--- config.mk ---
export PLATFORM = sky130hd
export DESIGN_NAME = lfs_bank
export DESIGN_NICKNAME = d
export VERILOG_FILES = /design/src/hdl/lfs_pkg.sv /design/src/hdl/lfs_pf_if.sv /design/src/hdl/lfs_pfilt.sv /design/src/hdl/lfs_bank.sv
export SDC_FILE = /design/constraint.sdc
export NUM_CORES = 1
export LEC_CHECK = 0
export ABC_AREA = 1
export CAP_MARGIN = 10
export CORE_ASPECT_RATIO = 1.5
export CORE_UTILIZATION = 30
export CTS_BUF_LIST = sky130_fd_sc_hd__clkbuf_8
export DETAILED_ROUTE_END_ITERATION = 10
export DONT_BUFFER_PORTS = 1
export PLACE_DENSITY = 0.54
export SKIP_LAST_GASP = 1
export SYNTH_ARGS = -nofsm -noshare
export SYNTH_HDL_FRONTEND = slang
export SYNTH_SLANG_ARGS = --single-unit
--- constraint.sdc ---
create_clock -name i_core_clk -period 1.2 [get_ports i_core_clk]
set_input_delay 0.06 -clock i_core_clk [delete_from_list [all_inputs] [get_ports i_core_clk]]
set_output_delay 0.06 -clock i_core_clk [all_outputs]
set_load 0.01 [all_outputs]
--- src/hdl/lfs_pkg.sv ---
// constants and state types shared by the open_load_flag status register bank
package lfs_pkg;

   // =====================================================================
   // direct register addresses and reset values
   localparam logic [7:0] LFS_ADDR_STATUS   = 8'h02;
   localparam logic [7:0] LFS_ADDR_PRESC    = 8'h03;
   localparam logic [7:0] LFS_ADDR_CH_LOW   = 8'h04;
   localparam logic [7:0] LFS_RST_STATUS    = 8'h00;
   localparam logic [7:0] LFS_RST_PRESC     = 8'h00;
   localparam logic [7:0] LFS_RST_CH_LOW    = 8'h00;
   localparam logic [7:0] LFS_RD_UNMAPPED   = 8'h00;

   // =====================================================================
   // command codes that may reach each register
   localparam logic [7:0] LFS_CMD_RD_STATUS = 8'h08;
   localparam logic [7:0] LFS_CMD_RD_CHAN   = 8'h09;
   localparam logic [7:0] LFS_CMD_RD_ALL    = 8'h0a;
   localparam logic [7:0] LFS_CMD_WR_PRESC  = 8'h03;

   // =====================================================================
   // field positions
   localparam int unsigned LFS_BIT_REXT  = 7;
   localparam int unsigned LFS_BIT_MSG   = 6;
   localparam int unsigned LFS_BIT_GEN   = 5;
   localparam int unsigned LFS_BIT_DIAG  = 4;
   localparam int unsigned LFS_BIT_TALRT = 3;
   localparam int unsigned LFS_BIT_TFAIL = 2;
   localparam int unsigned LFS_BIT_EXT   = 1;
   localparam int unsigned LFS_BIT_OPEN  = 0;
   localparam int unsigned LFS_BIT_PRESC = 7;
   localparam int unsigned LFS_NUM_CH    = 12;
   localparam int unsigned LFS_UPPER_LSB = 8;

   // =====================================================================
   // persistence window, 10 us at a 10 ns clock, rounded up
   localparam int unsigned LFS_PERSIST_NS    = 10000;
   localparam int unsigned LFS_CLK_PERIOD_NS = 10;
   localparam int unsigned LFS_PERSIST_CYC   = (LFS_PERSIST_NS + LFS_CLK_PERIOD_NS - 1) / LFS_CLK_PERIOD_NS;
   localparam int unsigned LFS_CNT_W         = 10;

   // filter slots: channels first, then the three summary faults
   localparam int unsigned LFS_F_REXT = 12;
   localparam int unsigned LFS_F_EXT  = 13;
   localparam int unsigned LFS_F_OPEN = 14;
   localparam int unsigned LFS_NUM_F  = 15;

   typedef struct packed {
      logic                 flag;
      logic                 last_raw;
      logic [LFS_CNT_W-1:0] cnt;
   } lfs_filt_state_t;

   typedef struct packed {
      logic [7:0]            status;
      logic [LFS_NUM_CH-1:0] chan;
      logic                  presc;
      logic                  bus_driven_operation;
      logic                  rd_valid;
      logic [7:0]            rd_data;
   } lfs_top_state_t;

endpackage

--- src/hdl/lfs_pf_if.sv ---
// carrier between the register bank and one persistence filter
`timescale 1ns/1ns
interface lfs_pf_if;
   logic ce;
   logic raw;
   logic hold;
   logic clr;
   logic flag;
   modport bank (output ce, output raw, output hold, output clr, input flag);
   modport filt (input ce, input raw, input hold, input clr, output flag);
endinterface

--- src/hdl/lfs_pfilt.sv ---
// persistence filter: output follows the raw fault once it stays put for the window
`timescale 1ns/1ns
module lfs_pfilt #(
   parameter int unsigned PERSIST = lfs_pkg::LFS_PERSIST_CYC
) (
   input  wire logic   i_core_clk,
   input  wire logic   i_rstn,
   lfs_pf_if.filt      bus
);
   import lfs_pkg::*;

   localparam logic [LFS_CNT_W-1:0] CNT_LAST = LFS_CNT_W'(PERSIST - 1);

   lfs_filt_state_t st_r;
   lfs_filt_state_t st_nxt;

   // =====================================================================
   // next state: hold freezes, clear wipes, a raw change restarts the count
   always_comb begin
      st_nxt = st_r;
      if (bus.ce) begin
         if (bus.clr) begin
            st_nxt = '0;
         end else if (!bus.hold) begin
            if (bus.raw != st_r.last_raw) begin
               st_nxt.last_raw = bus.raw;
               st_nxt.cnt      = '0;
            end else if (st_r.flag != st_r.last_raw) begin
               if (st_r.cnt == CNT_LAST) begin
                  st_nxt.flag = st_r.last_raw;
                  st_nxt.cnt  = '0;
               end else begin
                  st_nxt.cnt = st_r.cnt + 1'b1;
               end
            end
         end
      end
   end

   // =====================================================================
   always_ff @(posedge i_core_clk or negedge i_rstn) begin
      if (!i_rstn) begin
         st_r <= '0;
      end else begin
         st_r <= st_nxt;
      end
   end

   assign bus.flag = st_r.flag;
endmodule

--- src/hdl/lfs_bank.sv ---
// fault status and prescaler register bank of a 12-channel led driver
//
// Function
// - status register at 0x02, read only, reset 0x00, via commands 0x08 and 0x0a
// - bit 7 rext short, 10 us latch and release, cleared when dimming input off
// - in bus-driven operation rext short masks the external flag fault bit
// - bit 6 set on message error, cleared by reading the status register
// - bit 5 mirrors the all-outputs enable signal
// - bit 4 mirrors the supply diagnostic window above the power-good threshold
// - bit 3 set on temperature alert, cleared only by status read
// - bit 2 set over shutdown temperature, cleared by status read
// - bit 1 flag line fault, 10 us latch and 10 us release
// - bit 0 open load only while diag window, 10 us latch and release
// - open load bit held when supply drops below the power-good threshold
// - register 0x03 resets 0x00, bit 7 writable, bits 3..0 read only
// - register 0x03 reached by commands 0x09, 0x0a, 0x03; only bit 7 written
// - bit 7 of 0x03 selects 220 Hz when 0, 110 Hz when 1
// - bits 3..0 of 0x03 show channel 11..8 faults, set only internally
// - channel bits set only in diag window, 10 us latch, cleared on read
// - bits 6..4 unused; writes to bits 3..0 leave channel faults alone
// - register 0x04 holds channel 7..0 faults with same behaviour
`timescale 1ns/1ns
module lfs_bank (
   input  wire logic                          i_core_clk,
   input  wire logic                          i_rstn,
   input  wire logic                          i_ce,
   input  wire logic                          i_acc_valid,
   input  wire logic                          i_acc_write,
   input  wire logic [7:0]                    i_acc_cmd,
   input  wire logic [7:0]                    i_acc_addr,
   input  wire logic [7:0]                    i_acc_wdata,
   output logic                               o_rd_valid,
   output logic [7:0]                         o_rd_data,
   input  wire logic                          i_rext_short,
   input  wire logic                          i_flag_line_fault,
   input  wire logic                          i_open_load_flag,
   input  wire logic [lfs_pkg::LFS_NUM_CH-1:0] i_chan_fault,
   input  wire logic                          i_global_dimming_input,
   input  wire logic                          i_bus_driven_operation,
   input  wire logic                          i_msg_err,
   input  wire logic                          i_global_en,
   input  wire logic                          i_power_good,
   input  wire logic                          i_temp_alert,
   input  wire logic                          i_temp_shutdown,
   output logic [7:0]                         o_status,
   output logic [lfs_pkg::LFS_NUM_CH-1:0]     o_per_channel_fault_bits,
   output logic                               o_prescale_half
);
   import lfs_pkg::*;

   localparam logic [LFS_NUM_CH-1:0] UPPER_MASK = 12'hf00;
   localparam logic [LFS_NUM_CH-1:0] LOWER_MASK = 12'h0ff;

   lfs_top_state_t          st_r;
   lfs_top_state_t          st_nxt;
   logic [LFS_NUM_F-1:0]    filt;
   logic                    diag_now;
   logic                    rd_take;
   logic                    cmd_status;
   logic                    cmd_chan;
   logic                    rd_status;
   logic                    rd_presc;
   logic                    rd_ch_low;
   logic                    wr_presc;
   logic [LFS_NUM_CH-1:0]   ch_clr;
   logic [LFS_NUM_CH-1:0]   ch_set;

   // =====================================================================
   // access decode: the command code gates which register a direct address reaches
   assign rd_take    = i_acc_valid && !i_acc_write;
   assign cmd_status = (i_acc_cmd == LFS_CMD_RD_STATUS) || (i_acc_cmd == LFS_CMD_RD_ALL);
   assign cmd_chan   = (i_acc_cmd == LFS_CMD_RD_CHAN) || (i_acc_cmd == LFS_CMD_RD_ALL)
                       || (i_acc_cmd == LFS_CMD_WR_PRESC);
   assign rd_status  = i_ce && rd_take && (i_acc_addr == LFS_ADDR_STATUS) && cmd_status;
   assign rd_presc   = i_ce && rd_take && (i_acc_addr == LFS_ADDR_PRESC) && cmd_chan;
   assign rd_ch_low  = i_ce && rd_take && (i_acc_addr == LFS_ADDR_CH_LOW) && cmd_chan;
   assign wr_presc   = i_ce && i_acc_valid && i_acc_write && (i_acc_addr == LFS_ADDR_PRESC)
                       && cmd_chan;

   // channel bits are cleared per byte: only the register that was read loses its faults
   assign ch_clr   = (rd_presc ? UPPER_MASK : '0) | (rd_ch_low ? LOWER_MASK : '0);
   assign diag_now = st_r.status[LFS_BIT_DIAG];
   assign ch_set   = filt[LFS_NUM_CH-1:0] & {LFS_NUM_CH{diag_now}};

   // =====================================================================
   // one persistence filter per fault source; slots 0..11 channels, then rext, flag, open
   lfs_pf_if pf_bus [LFS_NUM_F] ();

   for (genvar g = 0; g < LFS_NUM_F; g++) begin : g_filt
      assign pf_bus[g].ce = i_ce;
      if (g < LFS_NUM_CH) begin : g_ch
         // channel detection only counts inside the diagnostic supply window
         assign pf_bus[g].raw  = i_chan_fault[g];
         assign pf_bus[g].hold = !diag_now;
         assign pf_bus[g].clr  = 1'b0;
      end else if (g == LFS_F_REXT) begin : g_rext
         // dimming input off wipes the rext fault at once, without waiting the window
         assign pf_bus[g].raw  = i_rext_short;
         assign pf_bus[g].hold = 1'b0;
         assign pf_bus[g].clr  = !i_global_dimming_input;
      end else if (g == LFS_F_EXT) begin : g_ext
         assign pf_bus[g].raw  = i_flag_line_fault;
         assign pf_bus[g].hold = 1'b0;
         assign pf_bus[g].clr  = 1'b0;
      end else begin : g_open
         // freezing rather than clearing keeps the open fault across a supply dip
         assign pf_bus[g].raw  = i_open_load_flag;
         assign pf_bus[g].hold = !diag_now;
         assign pf_bus[g].clr  = 1'b0;
      end
      assign filt[g] = pf_bus[g].flag;

      lfs_pfilt #(
         .PERSIST (LFS_PERSIST_CYC)
      ) u_filt (
         .i_core_clk (i_core_clk),
         .i_rstn     (i_rstn),
         .bus        (pf_bus[g])
      );
   end

   // =====================================================================
   // next state of the whole bank; nothing moves while the clock enable is low
   always_comb begin
      st_nxt = st_r;
      if (i_ce) begin
         st_nxt.bus_driven_operation      = i_bus_driven_operation;
         st_nxt.rd_valid = rd_take;
         // read data is taken from the present value, before any clear lands
         if (rd_status) begin
            st_nxt.rd_data = st_r.status;
         end else if (rd_presc) begin
            st_nxt.rd_data = {st_r.presc, 3'b000, st_r.chan[LFS_NUM_CH-1:LFS_UPPER_LSB]};
         end else if (rd_ch_low) begin
            st_nxt.rd_data = st_r.chan[LFS_UPPER_LSB-1:0];
         end else begin
            st_nxt.rd_data = LFS_RD_UNMAPPED;
         end

         // summary bits filtered by hardware, then the enable and diagnostic window mirrors
         st_nxt.status[LFS_BIT_REXT] = filt[LFS_F_REXT] && i_global_dimming_input;
         st_nxt.status[LFS_BIT_EXT]  = filt[LFS_F_EXT]
                                       && !(i_bus_driven_operation && st_nxt.status[LFS_BIT_REXT]);
         st_nxt.status[LFS_BIT_OPEN] = filt[LFS_F_OPEN];
         st_nxt.status[LFS_BIT_GEN]  = i_global_en;
         st_nxt.status[LFS_BIT_DIAG] = i_power_good;

         // sticky bits: set and clear in one cycle resolves to set
         st_nxt.status[LFS_BIT_MSG]   = (st_r.status[LFS_BIT_MSG] && !rd_status) || i_msg_err;
         st_nxt.status[LFS_BIT_TALRT] = (st_r.status[LFS_BIT_TALRT] && !rd_status) || i_temp_alert;
         st_nxt.status[LFS_BIT_TFAIL] = (st_r.status[LFS_BIT_TFAIL] && !rd_status)
                                        || i_temp_shutdown;
         st_nxt.chan = (st_r.chan & ~ch_clr) | ch_set;

         // only bit 7 of a write is kept; the channel field ignores host data
         if (wr_presc) begin
            st_nxt.presc = i_acc_wdata[LFS_BIT_PRESC];
         end
      end
   end

   // =====================================================================
   // state register
   always_ff @(posedge i_core_clk or negedge i_rstn) begin
      if (!i_rstn) begin
         st_r.status   <= LFS_RST_STATUS;
         st_r.chan     <= {LFS_RST_PRESC[3:0], LFS_RST_CH_LOW};
         st_r.presc    <= LFS_RST_PRESC[LFS_BIT_PRESC];
         st_r.bus_driven_operation      <= 1'b0;
         st_r.rd_valid <= 1'b0;
         st_r.rd_data  <= LFS_RD_UNMAPPED;
      end else begin
         st_r <= st_nxt;
      end
   end

   // outputs straight from the state flops
   assign o_rd_valid               = st_r.rd_valid;
   assign o_rd_data                = st_r.rd_data;
   assign o_status                 = st_r.status;
   assign o_per_channel_fault_bits = st_r.chan;
   assign o_prescale_half          = st_r.presc;
endmodule

==> flow_summary_export.csv, run 1 <==
group,metric,value,unit
logic_synthesis,ys_warn_count,0,
logic_synthesis,async_reset_ff_share,100,%
detailed_routing,drc,0,
logic_synthesis,synth_adder_area_share,1.63,%
logic_synthesis,syn_avg_cell_area,7.30,sq um
setup_path,r2r_cells,9,
setup_path,cp.arrival,1900,ps
timing,period_needed,1470,ps
detailed_routing,first_pass_iters,7,
logic_synthesis,synth_commonest_cells,"nand2_1, nor2_1, dfrtp_1, inv_1, nand3_1",
setup_path,max_stage_delay,400,ps
global_routing,first_global_vias,11700,
clock_tree,ctsHoldBuffers,36,
global_routing,grt_max_degree,211,
timing,whs,-778,ps
setup_path,required,1640,ps
pwr,leakage,8.15,nW
pwr,seq_power_share,42.4,%
setup_path,r2r_end,"g_filt[5].u_filt.bus.flag",
timing,fin_crit_sh,122,%
setup_path,critPathBufInv,4,
detailed_routing,drtIter0Drc,426,
logic_synthesis,syn_nets,1642,
logic_synthesis,synth_area,11500,sq um
cells_and_area,final_nets,2024,
timing,finalWorstSetupSlack,-265,ps
setup_path,critical_path_class,"flop to flop",
place,gp_congestion,0.837,
setup_path,cp-endpoint,"g_filt[5].u_filt.bus.flag",
global_routing,grt_usage,16.5,%
floorplanning,die_area,39100,sq um
min_path,hp-class,"primary input to asynchronous set/reset pin",
clock_tree,cts_tree,"done",
clock_tree,clk_pin_slew,60,ps
timing,fmax,682,MHz
timing,setup_tns,-24360,ps
setup_path,critPathMaxFanout,8,
logic_synthesis,synth_compound_area_share,8.19,%
detailed_routing,ant_nets,0,
pwr,pwr_density_cell,1190,nW/um^2
timing,maxSlewViolCount,0,
timing,max-slew-margin-rel,68.2,%
logic_synthesis,synthDistinctLibCells,43,
logic_synthesis,post-synth-top-area-cell,"dfrtp_1",
setup_path,cp_slowest_cell,"dfrtp_1",
place,io_buffers,0,
setup_path,crit_chain,"nand2_4 -> clkinv_8 -> buf_12 -> buf_4 -> buf_8 -> nand2_1 -> nor2_4 -> nor2_1 -> a21oi_1",
timing,setup_viol,168,
clock_tree,htree_levels,2,
logic_synthesis,synthTopCellsByArea,"dfrtp_1, nand2_1, nor2_1",
detailed_routing,wl_per_cell,13.3,um
pwr,power,20.6,mW
logic_synthesis,synth_mux_area_share,0,%
setup_path,crit_family,"buffers and inverters",
floorplanning,die_h,242,um
logic_synthesis,yosys.area_share.simple,34.4,%
cells_and_area,fin_util,45.9,%
logic_synthesis,ys_seq_area_share,45.7,%
detailed_routing,vias,11600,
logic_synthesis,ys_seq_elements,210,
global_routing,grt_pass1_wl,53000,um
pwr,clkPwrFrac,30.3,%
detailed_routing,drt_wl_total,32800,um
clock_tree,cts_root_buffer,"clkbuf_8",
floorplanning,pin_count,81,
clock_tree,clockBufferDepth,3,
logic_synthesis,synth_top_area_share,45.7,%
setup_path,cp-end-kind,"flop",
clock_tree,cts_buffers,36,
floorplanning,rows,87,
cells_and_area,synthToLayoutAreaGrowth,50.2,%
timing,rsz0062_at_grt,"yes",
run_status,status,"finished with violations",
detailed_routing,via_per_inst,4.69,
logic_synthesis,synth_top_family_by_area,"simple AND/OR/NAND/NOR gates",
run_status,violations,"hold timing, setup timing",
pwr,pwr-share-comb,27.3,%
setup_path,r2r_start,"o_status[4]",
floorplanning,coreArea,37700,sq um
cells_and_area,drive_above_1_share,36.3,%
run,max-cap-violations,0,
clock_tree,clk_latency,550,ps
global_routing,antenna_found_initial,4,
floorplanning,die_w,162,um
floorplanning,start_util,30.5,%
setup_path,critPathLaunchType,"flop",
logic_synthesis,synth_xor_area_share,2.36,%
clock_tree,cts.sinks,210,
pwr,peakVddDrop,0.612,mV
logic_synthesis,synth.most_common_cell,"nand2_1",
logic_synthesis,synth_edf_count,0,
pwr,netSwitchingFraction,31.7,%
logic_synthesis,synth_ff_type,"dfrtp_1",
setup_path,r2r_slack,-270,ps
timing,worst_slew_pin_slew,475,ps
global_routing,grt_overflow,0,
place,dp_hpwl,21500,um
setup_path,crit_cells,9,
timing,hold_viol,236,
logic_synthesis,synthesis.instances,1576,
setup_path,startpoint,"o_status[4]",
timing,skew,11.3,ps
pwr,p_int,14.0,mW
pwr,p_sw,6.53,mW
-- area by class of cell --
class | instances | area, sq um
Sequential cell | 210 | 5260
Multi-Input combinational cell | 1142 | 6840
Inverter | 205 | 837
Timing Repair inverter | 2 | 13.8
Clock inverter | 13 | 53.8
Tap cell | 489 | 612
Antenna cell | 3 | 7.51
Clock buffer | 43 | 592
Fill cell | 3695 | 20400
Timing Repair Buffer | 361 | 3060
-- kinds of logic after synthesis --
family / after synthesis
simple gates: 919
buf+inv: 225
flops: 210
compound gates: 176
xor+xnor: 31
fa+ha+maj: 15
-- layout by cell type, fill, tap and decap left out, types with 41 or more instances in the layout --
master	count
a21oi_1	46
buf_4	275
buf_6	43
clkbuf_8	43
dfrtp_1	205
inv_1	177
nand2_1	355
nand2_2	68
nand3_1	103
nor2_1	160
o21ai_0	41
-- how the worst min path moves through the flow --
stage,end,slack [ps]
4_1_cts,g_filt[11].u_filt.st_r[7],-830
2_1_floorplan,g_filt[0].u_filt.bus.flag,-240
5_1_grt,g_filt[11].u_filt.st_r[6],-820
3_3_place_gp,g_filt[11].u_filt.st_r[7],-220
3_5_place_dp,g_filt[11].u_filt.st_r[5],-220
6_report,g_filt[11].u_filt.st_r[6],-780
-- sequential cells by signal, indices dropped and copies added (netlist names) --
name / flops
o_status: 8
o_per_channel_fault_bits: 12
o_rd_valid: 1
o_prescale_half: 1
g_filt.u_filt.bus.flag: 15
g_filt.u_filt.st_r: 165
o_rd_data: 8
-- metrics by stage --
step                      cells  instance area [sq um]  hold WS, ps  worst slack [ps]
after floorplan            1576                  11800         -236              -149
after global placement     2299                  14200         -219              -286
after detailed placement   2299                  14200         -217              -309
after CTS                  2426                  16100         -825              -222
after global routing       2468                  17300         -818              -339
final                      2468                  17300         -778              -265
-- what timing repair did --
action,CTS,global route
endpoints found under the setup margin,182,196
endpoints found under the hold margin,402,230
gates resized for setup,197,239
pin swaps,59,104
gates cloned,5,1
setup buffers,30,41
-- power groups by stage --
stage               sequential [mW]  combinational [mW]  clock (mW)
finish                         8.73                5.62        6.22
global placement               8.71                3.99           0
floorplan                      8.75                2.15           0
CTS                            8.65                4.79        6.55
global route                   8.86                6.23        6.79
detailed placement             8.74                4.08           0
-- per-layer routing --
layer	global-route usage [%]	wire length, um
met1	16.8	12500
met2	31.8	18000
met3	3.84	1550
met5	0	13
met4	5.80	769
Note: power is estimated with default switching activity, not from simulation.
==> inputs of run 2 (changes only) <==
CELL_PAD_IN_SITES_DETAIL_PLACEMENT = 2   (was not set)
CELL_PAD_IN_SITES_GLOBAL_PLACEMENT = 2   (was not set)
CORE_UTILIZATION = 35   (was 30)
PLACE_DENSITY = 0.88   (was 0.54)
==> run 2 against run 1 <==
Compared with the run above:
- the flow now stops in clock tree synthesis
- area after synthesis stayed put
- synthesized cell count is the same
==> flow_summary_export.csv, run 2 <==
group,metric,value,unit
logic_synthesis,ys_seq_area_share,45.7,%
clock_tree,ctsHoldBuffers,28,
logic_synthesis,synth_commonest_cells,"nand2_1, nor2_1, dfrtp_1, inv_1, nand3_1",
clock_tree,cts.sinks,210,
logic_synthesis,synth_mux_area_share,0,%
run_status,haltStage,"clock tree synthesis",
logic_synthesis,async_reset_ff_share,100,%
logic_synthesis,synthesis.instances,1576,
place,gp_congestion,0.823,
logic_synthesis,synth_xor_area_share,2.36,%
logic_synthesis,synth_top_area_share,45.7,%
place,dp_slack,-509,ps
clock_tree,cts_resized,487,
floorplanning,die_h,224,um
logic_synthesis,synth_adder_area_share,1.63,%
floorplanning,start_util,35.9,%
floorplanning,rows,80,
logic_synthesis,synth_ff_type,"dfrtp_1",
clock_tree,cts_buffers,38,
logic_synthesis,synth_edf_count,0,
logic_synthesis,synth_area,11500,sq um
run_status,stop_error,"[ERROR DPL-0033] detailed placement checks failed during check placement.",
logic_synthesis,post-synth-top-area-cell,"dfrtp_1",
logic_synthesis,synth_top_family_by_area,"simple AND/OR/NAND/NOR gates",
logic_synthesis,synthTopCellsByArea,"dfrtp_1, nand2_1, nor2_1",
floorplanning,die_w,150,um
floorplanning,pin_count,81,
place,io_buffers,0,
logic_synthesis,ys_seq_elements,210,
clock_tree,cts_root_buffer,"clkbuf_8",
logic_synthesis,synthDistinctLibCells,43,
clock_tree,clockBufferDepth,3,
logic_synthesis,synth.most_common_cell,"nand2_1",
logic_synthesis,syn_avg_cell_area,7.30,sq um
place,dp_hpwl,37900,um
clock_tree,cts_setup_buffers,82,
logic_synthesis,syn_nets,1642,
logic_synthesis,synth_compound_area_share,8.19,%
logic_synthesis,ys_warn_count,0,
clock_tree,htree_levels,2,
logic_synthesis,yosys.area_share.simple,34.4,%
run_status,status,"aborted with a tool error",
## run 2: cell counts after synthesis
Identical to the previous run, type by type.
## run 2: logic make-up after synthesis
kind of cell    count (synthesis)
compound gates                176
xor+xnor                       31
fa+ha+maj                      15
buf+inv                       225
flops                         210
simple gates                  919
## run 2: stage by stage
| step | cells | hold WS (ps) | instance area [sq um] |
|---|---|---|---|
| floorplan | 1576 | -236 | 11800 |
| global placement | 2246 | -228 | 14300 |
| detailed placement | 2246 | -230 | 14300 |
==> inputs of run 3 (changes only) <==
CELL_PAD_IN_SITES_DETAIL_PLACEMENT = not set   (was 2)
CELL_PAD_IN_SITES_GLOBAL_PLACEMENT = not set   (was 2)
CORE_ASPECT_RATIO = not set   (was 1.5)
CORE_UTILIZATION = 30   (was 35)
CTS_BUF_LIST = not set   (was sky130_fd_sc_hd__clkbuf_8)
PLACE_DENSITY = not set   (was 0.88)
PLACE_DENSITY_LB_ADDON = 0.15   (was not set)
clock period = 1.6 ns   (was 1.2 ns; I/O delays follow)
==> run 3 against run 2 <==
Compared with the run above:
- the flow now finishes, with violations (hold timing)
==> flow_summary_export.csv, run 3 (synthesized netlist as in run 1, its figures left out) <==
group,metric,value,unit
run_status,status,"finished with violations",
run_status,violations,"hold timing",
pwr,leakage,6.54,nW
cells_and_area,final_cell_area,13900,sq um
place,place_area,12400,sq um
floorplanning,coreArea,37700,sq um
cells_and_area,regMostFlops,"g_filt.u_filt.st_r",
timing,hold_viol,211,
setup_path,critPathMaxFanout,16,
place,io_buffers,0,
floorplanning,die_w,198,um
clock_tree,cts_tree,"done",
setup_path,critPathBufInv,2,
setup_path,critical_path_class,"flop to flop",
clock_tree,clk_pin_slew,60,ps
clock_tree,cts.sinks,210,
setup_path,crit_family,"buffers and inverters",
timing,worst_slew_pin_slew,500,ps
timing,setup_viol,0,
min_path,hp-class,"primary input to asynchronous set/reset pin",
timing,max-slew-margin-rel,66.7,%
cells_and_area,drive_above_1_share,9.55,%
detailed_routing,drc,0,
clock_tree,htree_levels,1,
detailed_routing,first_pass_iters,5,
setup_path,critPathLaunchType,"flop",
floorplanning,die_area,39100,sq um
floorplanning,rows,71,
clock_tree,clk_latency,550,ps
timing,skew,15.9,ps
global_routing,grt_overflow,0,
cells_and_area,mostFrequentLayoutCells,"nand2_1, dfrtp_1, nor2_1",
setup_path,cp_slowest_cell,"dlygate4sd3_1",
cells_and_area,num-fill-cells,4032,
timing,setup_tns,0,ps
global_routing,antenna_found_initial,3,
setup_path,max_stage_delay,560,ps
timing,fmax,656,MHz
clock_tree,cts_root_buffer,"clkbuf_16",
detailed_routing,via_per_inst,4.57,
detailed_routing,ant_nets,0,
detailed_routing,wl_per_cell,12.7,um
cells_and_area,largest_register_ffs,165,
detailed_routing,vias,10100,
global_routing,first_global_vias,9770,
global_routing,grt_usage,14.9,%
detailed_routing,drtIter0Drc,452,
cells_and_area,final_nets,1753,
pwr,peakVddDrop,0.799,mV
global_routing,grt_max_degree,211,
cells_and_area,synthToLayoutAreaGrowth,21.0,%
timing,period_needed,1520,ps
floorplanning,start_util,30.5,%
timing,rsz0062_at_grt,"yes",
detailed_routing,drt_wl_total,28300,um
setup_path,cp-end-kind,"flop",
floorplanning,pin_count,81,
timing,maxSlewViolCount,0,
clock_tree,ctsHoldBuffers,48,
pwr,pwr_density_cell,1050,nW/um^2
setup_path,required,2070,ps
place,gp_congestion,0.826,
cells_and_area,layout_commonest_cell,"nand2_1",
clock_tree,clockBufferDepth,3,
pwr,power,14.6,mW
clock_tree,cts_buffers,26,
place,dp_hpwl,19800,um
cells_and_area,fin_util,37.0,%
timing,fin_crit_sh,95.2,%
setup_path,r2r_slack,80,ps
setup_path,crit_chain,"nand2_4 -> buf_4 -> nand2_1 -> dlygate4sd3_1 -> o21ai_0",
run,max-cap-violations,0,
setup_path,cp.arrival,1990,ps
floorplanning,die_h,198,um
timing,whs,-756,ps
global_routing,grt_pass1_wl,48000,um
-- run 3: final timing paths --
check,start,to,cells after the start
worst max-delay path,o_status[4],g_filt[0].u_filt.st_r[10],5
min in group i_core_clk,i_chan_fault[9],g_filt[9].u_filt.st_r[1],6
max in group asynchronous,i_rstn,o_status[6],0
worst min-delay path,i_rstn,o_status[3],0
worst min register to register,g_filt[13].u_filt.st_r[10],g_filt[13].u_filt.st_r[10],2
worst max register to register,o_status[4],g_filt[0].u_filt.st_r[10],5
-- run 3: where the power goes --
group / internal, mW / switching, mW
clock network: 3.52 / 2.35
registers: 5.96 / 0.605
logic: 0.978 / 1.22
total: 10.4 / 4.17
-- run 3: worst register-to-register path, delay by kind of cell (launching register included) --
kind / cells / cell delay (ps)
buffers and inverters: 2 / 790
DFF: 1 / 410
and+or+nand+nor: 2 / 180
AOI/OAI and AO/OA: 1 / 80
-- run 3: what timing repair did --
action | in CTS | in global routing
endpoints found under the hold margin | 355 | 210
buffers inserted | 0 | 4
resized for setup | 0 | 41
endpoints found under the setup margin | 0 | 70
-- run 3: per-stage QoR --
step / instances / setup slack (ps)
2_1_floorplan: 1576 / 193
3_3_place_gp: 2118 / 80.4
3_5_place_dp: 2118 / 52.7
4_1_cts: 2213 / 21.1
5_1_grt: 2218 / -39.7
6_report: 2218 / 76.3
-- run 3: cell type report --
class	count	area, sq um	share of cell area, %
Multi-Input combinational cell	1141	5450	39.2
Clock buffer	40	783	5.63
Antenna cell	1	2.50	0.0180
Timing Repair Buffer	103	940	6.75
Tap cell	511	639	4.59
Inverter	205	776	5.57
Clock inverter	7	73.8	0.530
Sequential cell	210	5260	37.8
-- run 3: per-layer routing --
layer  track usage (%)  wire, um  vias to the layer above  share of wire [%]
li1                  -         -                     5277                  -
met1              20.1     13900                     4656                 49
met2              23.7     12100                      145                 43
met3              3.36      1510                       46                5.4
met4              4.71       787                        4                2.8
met5                 0        22                        -              0.078
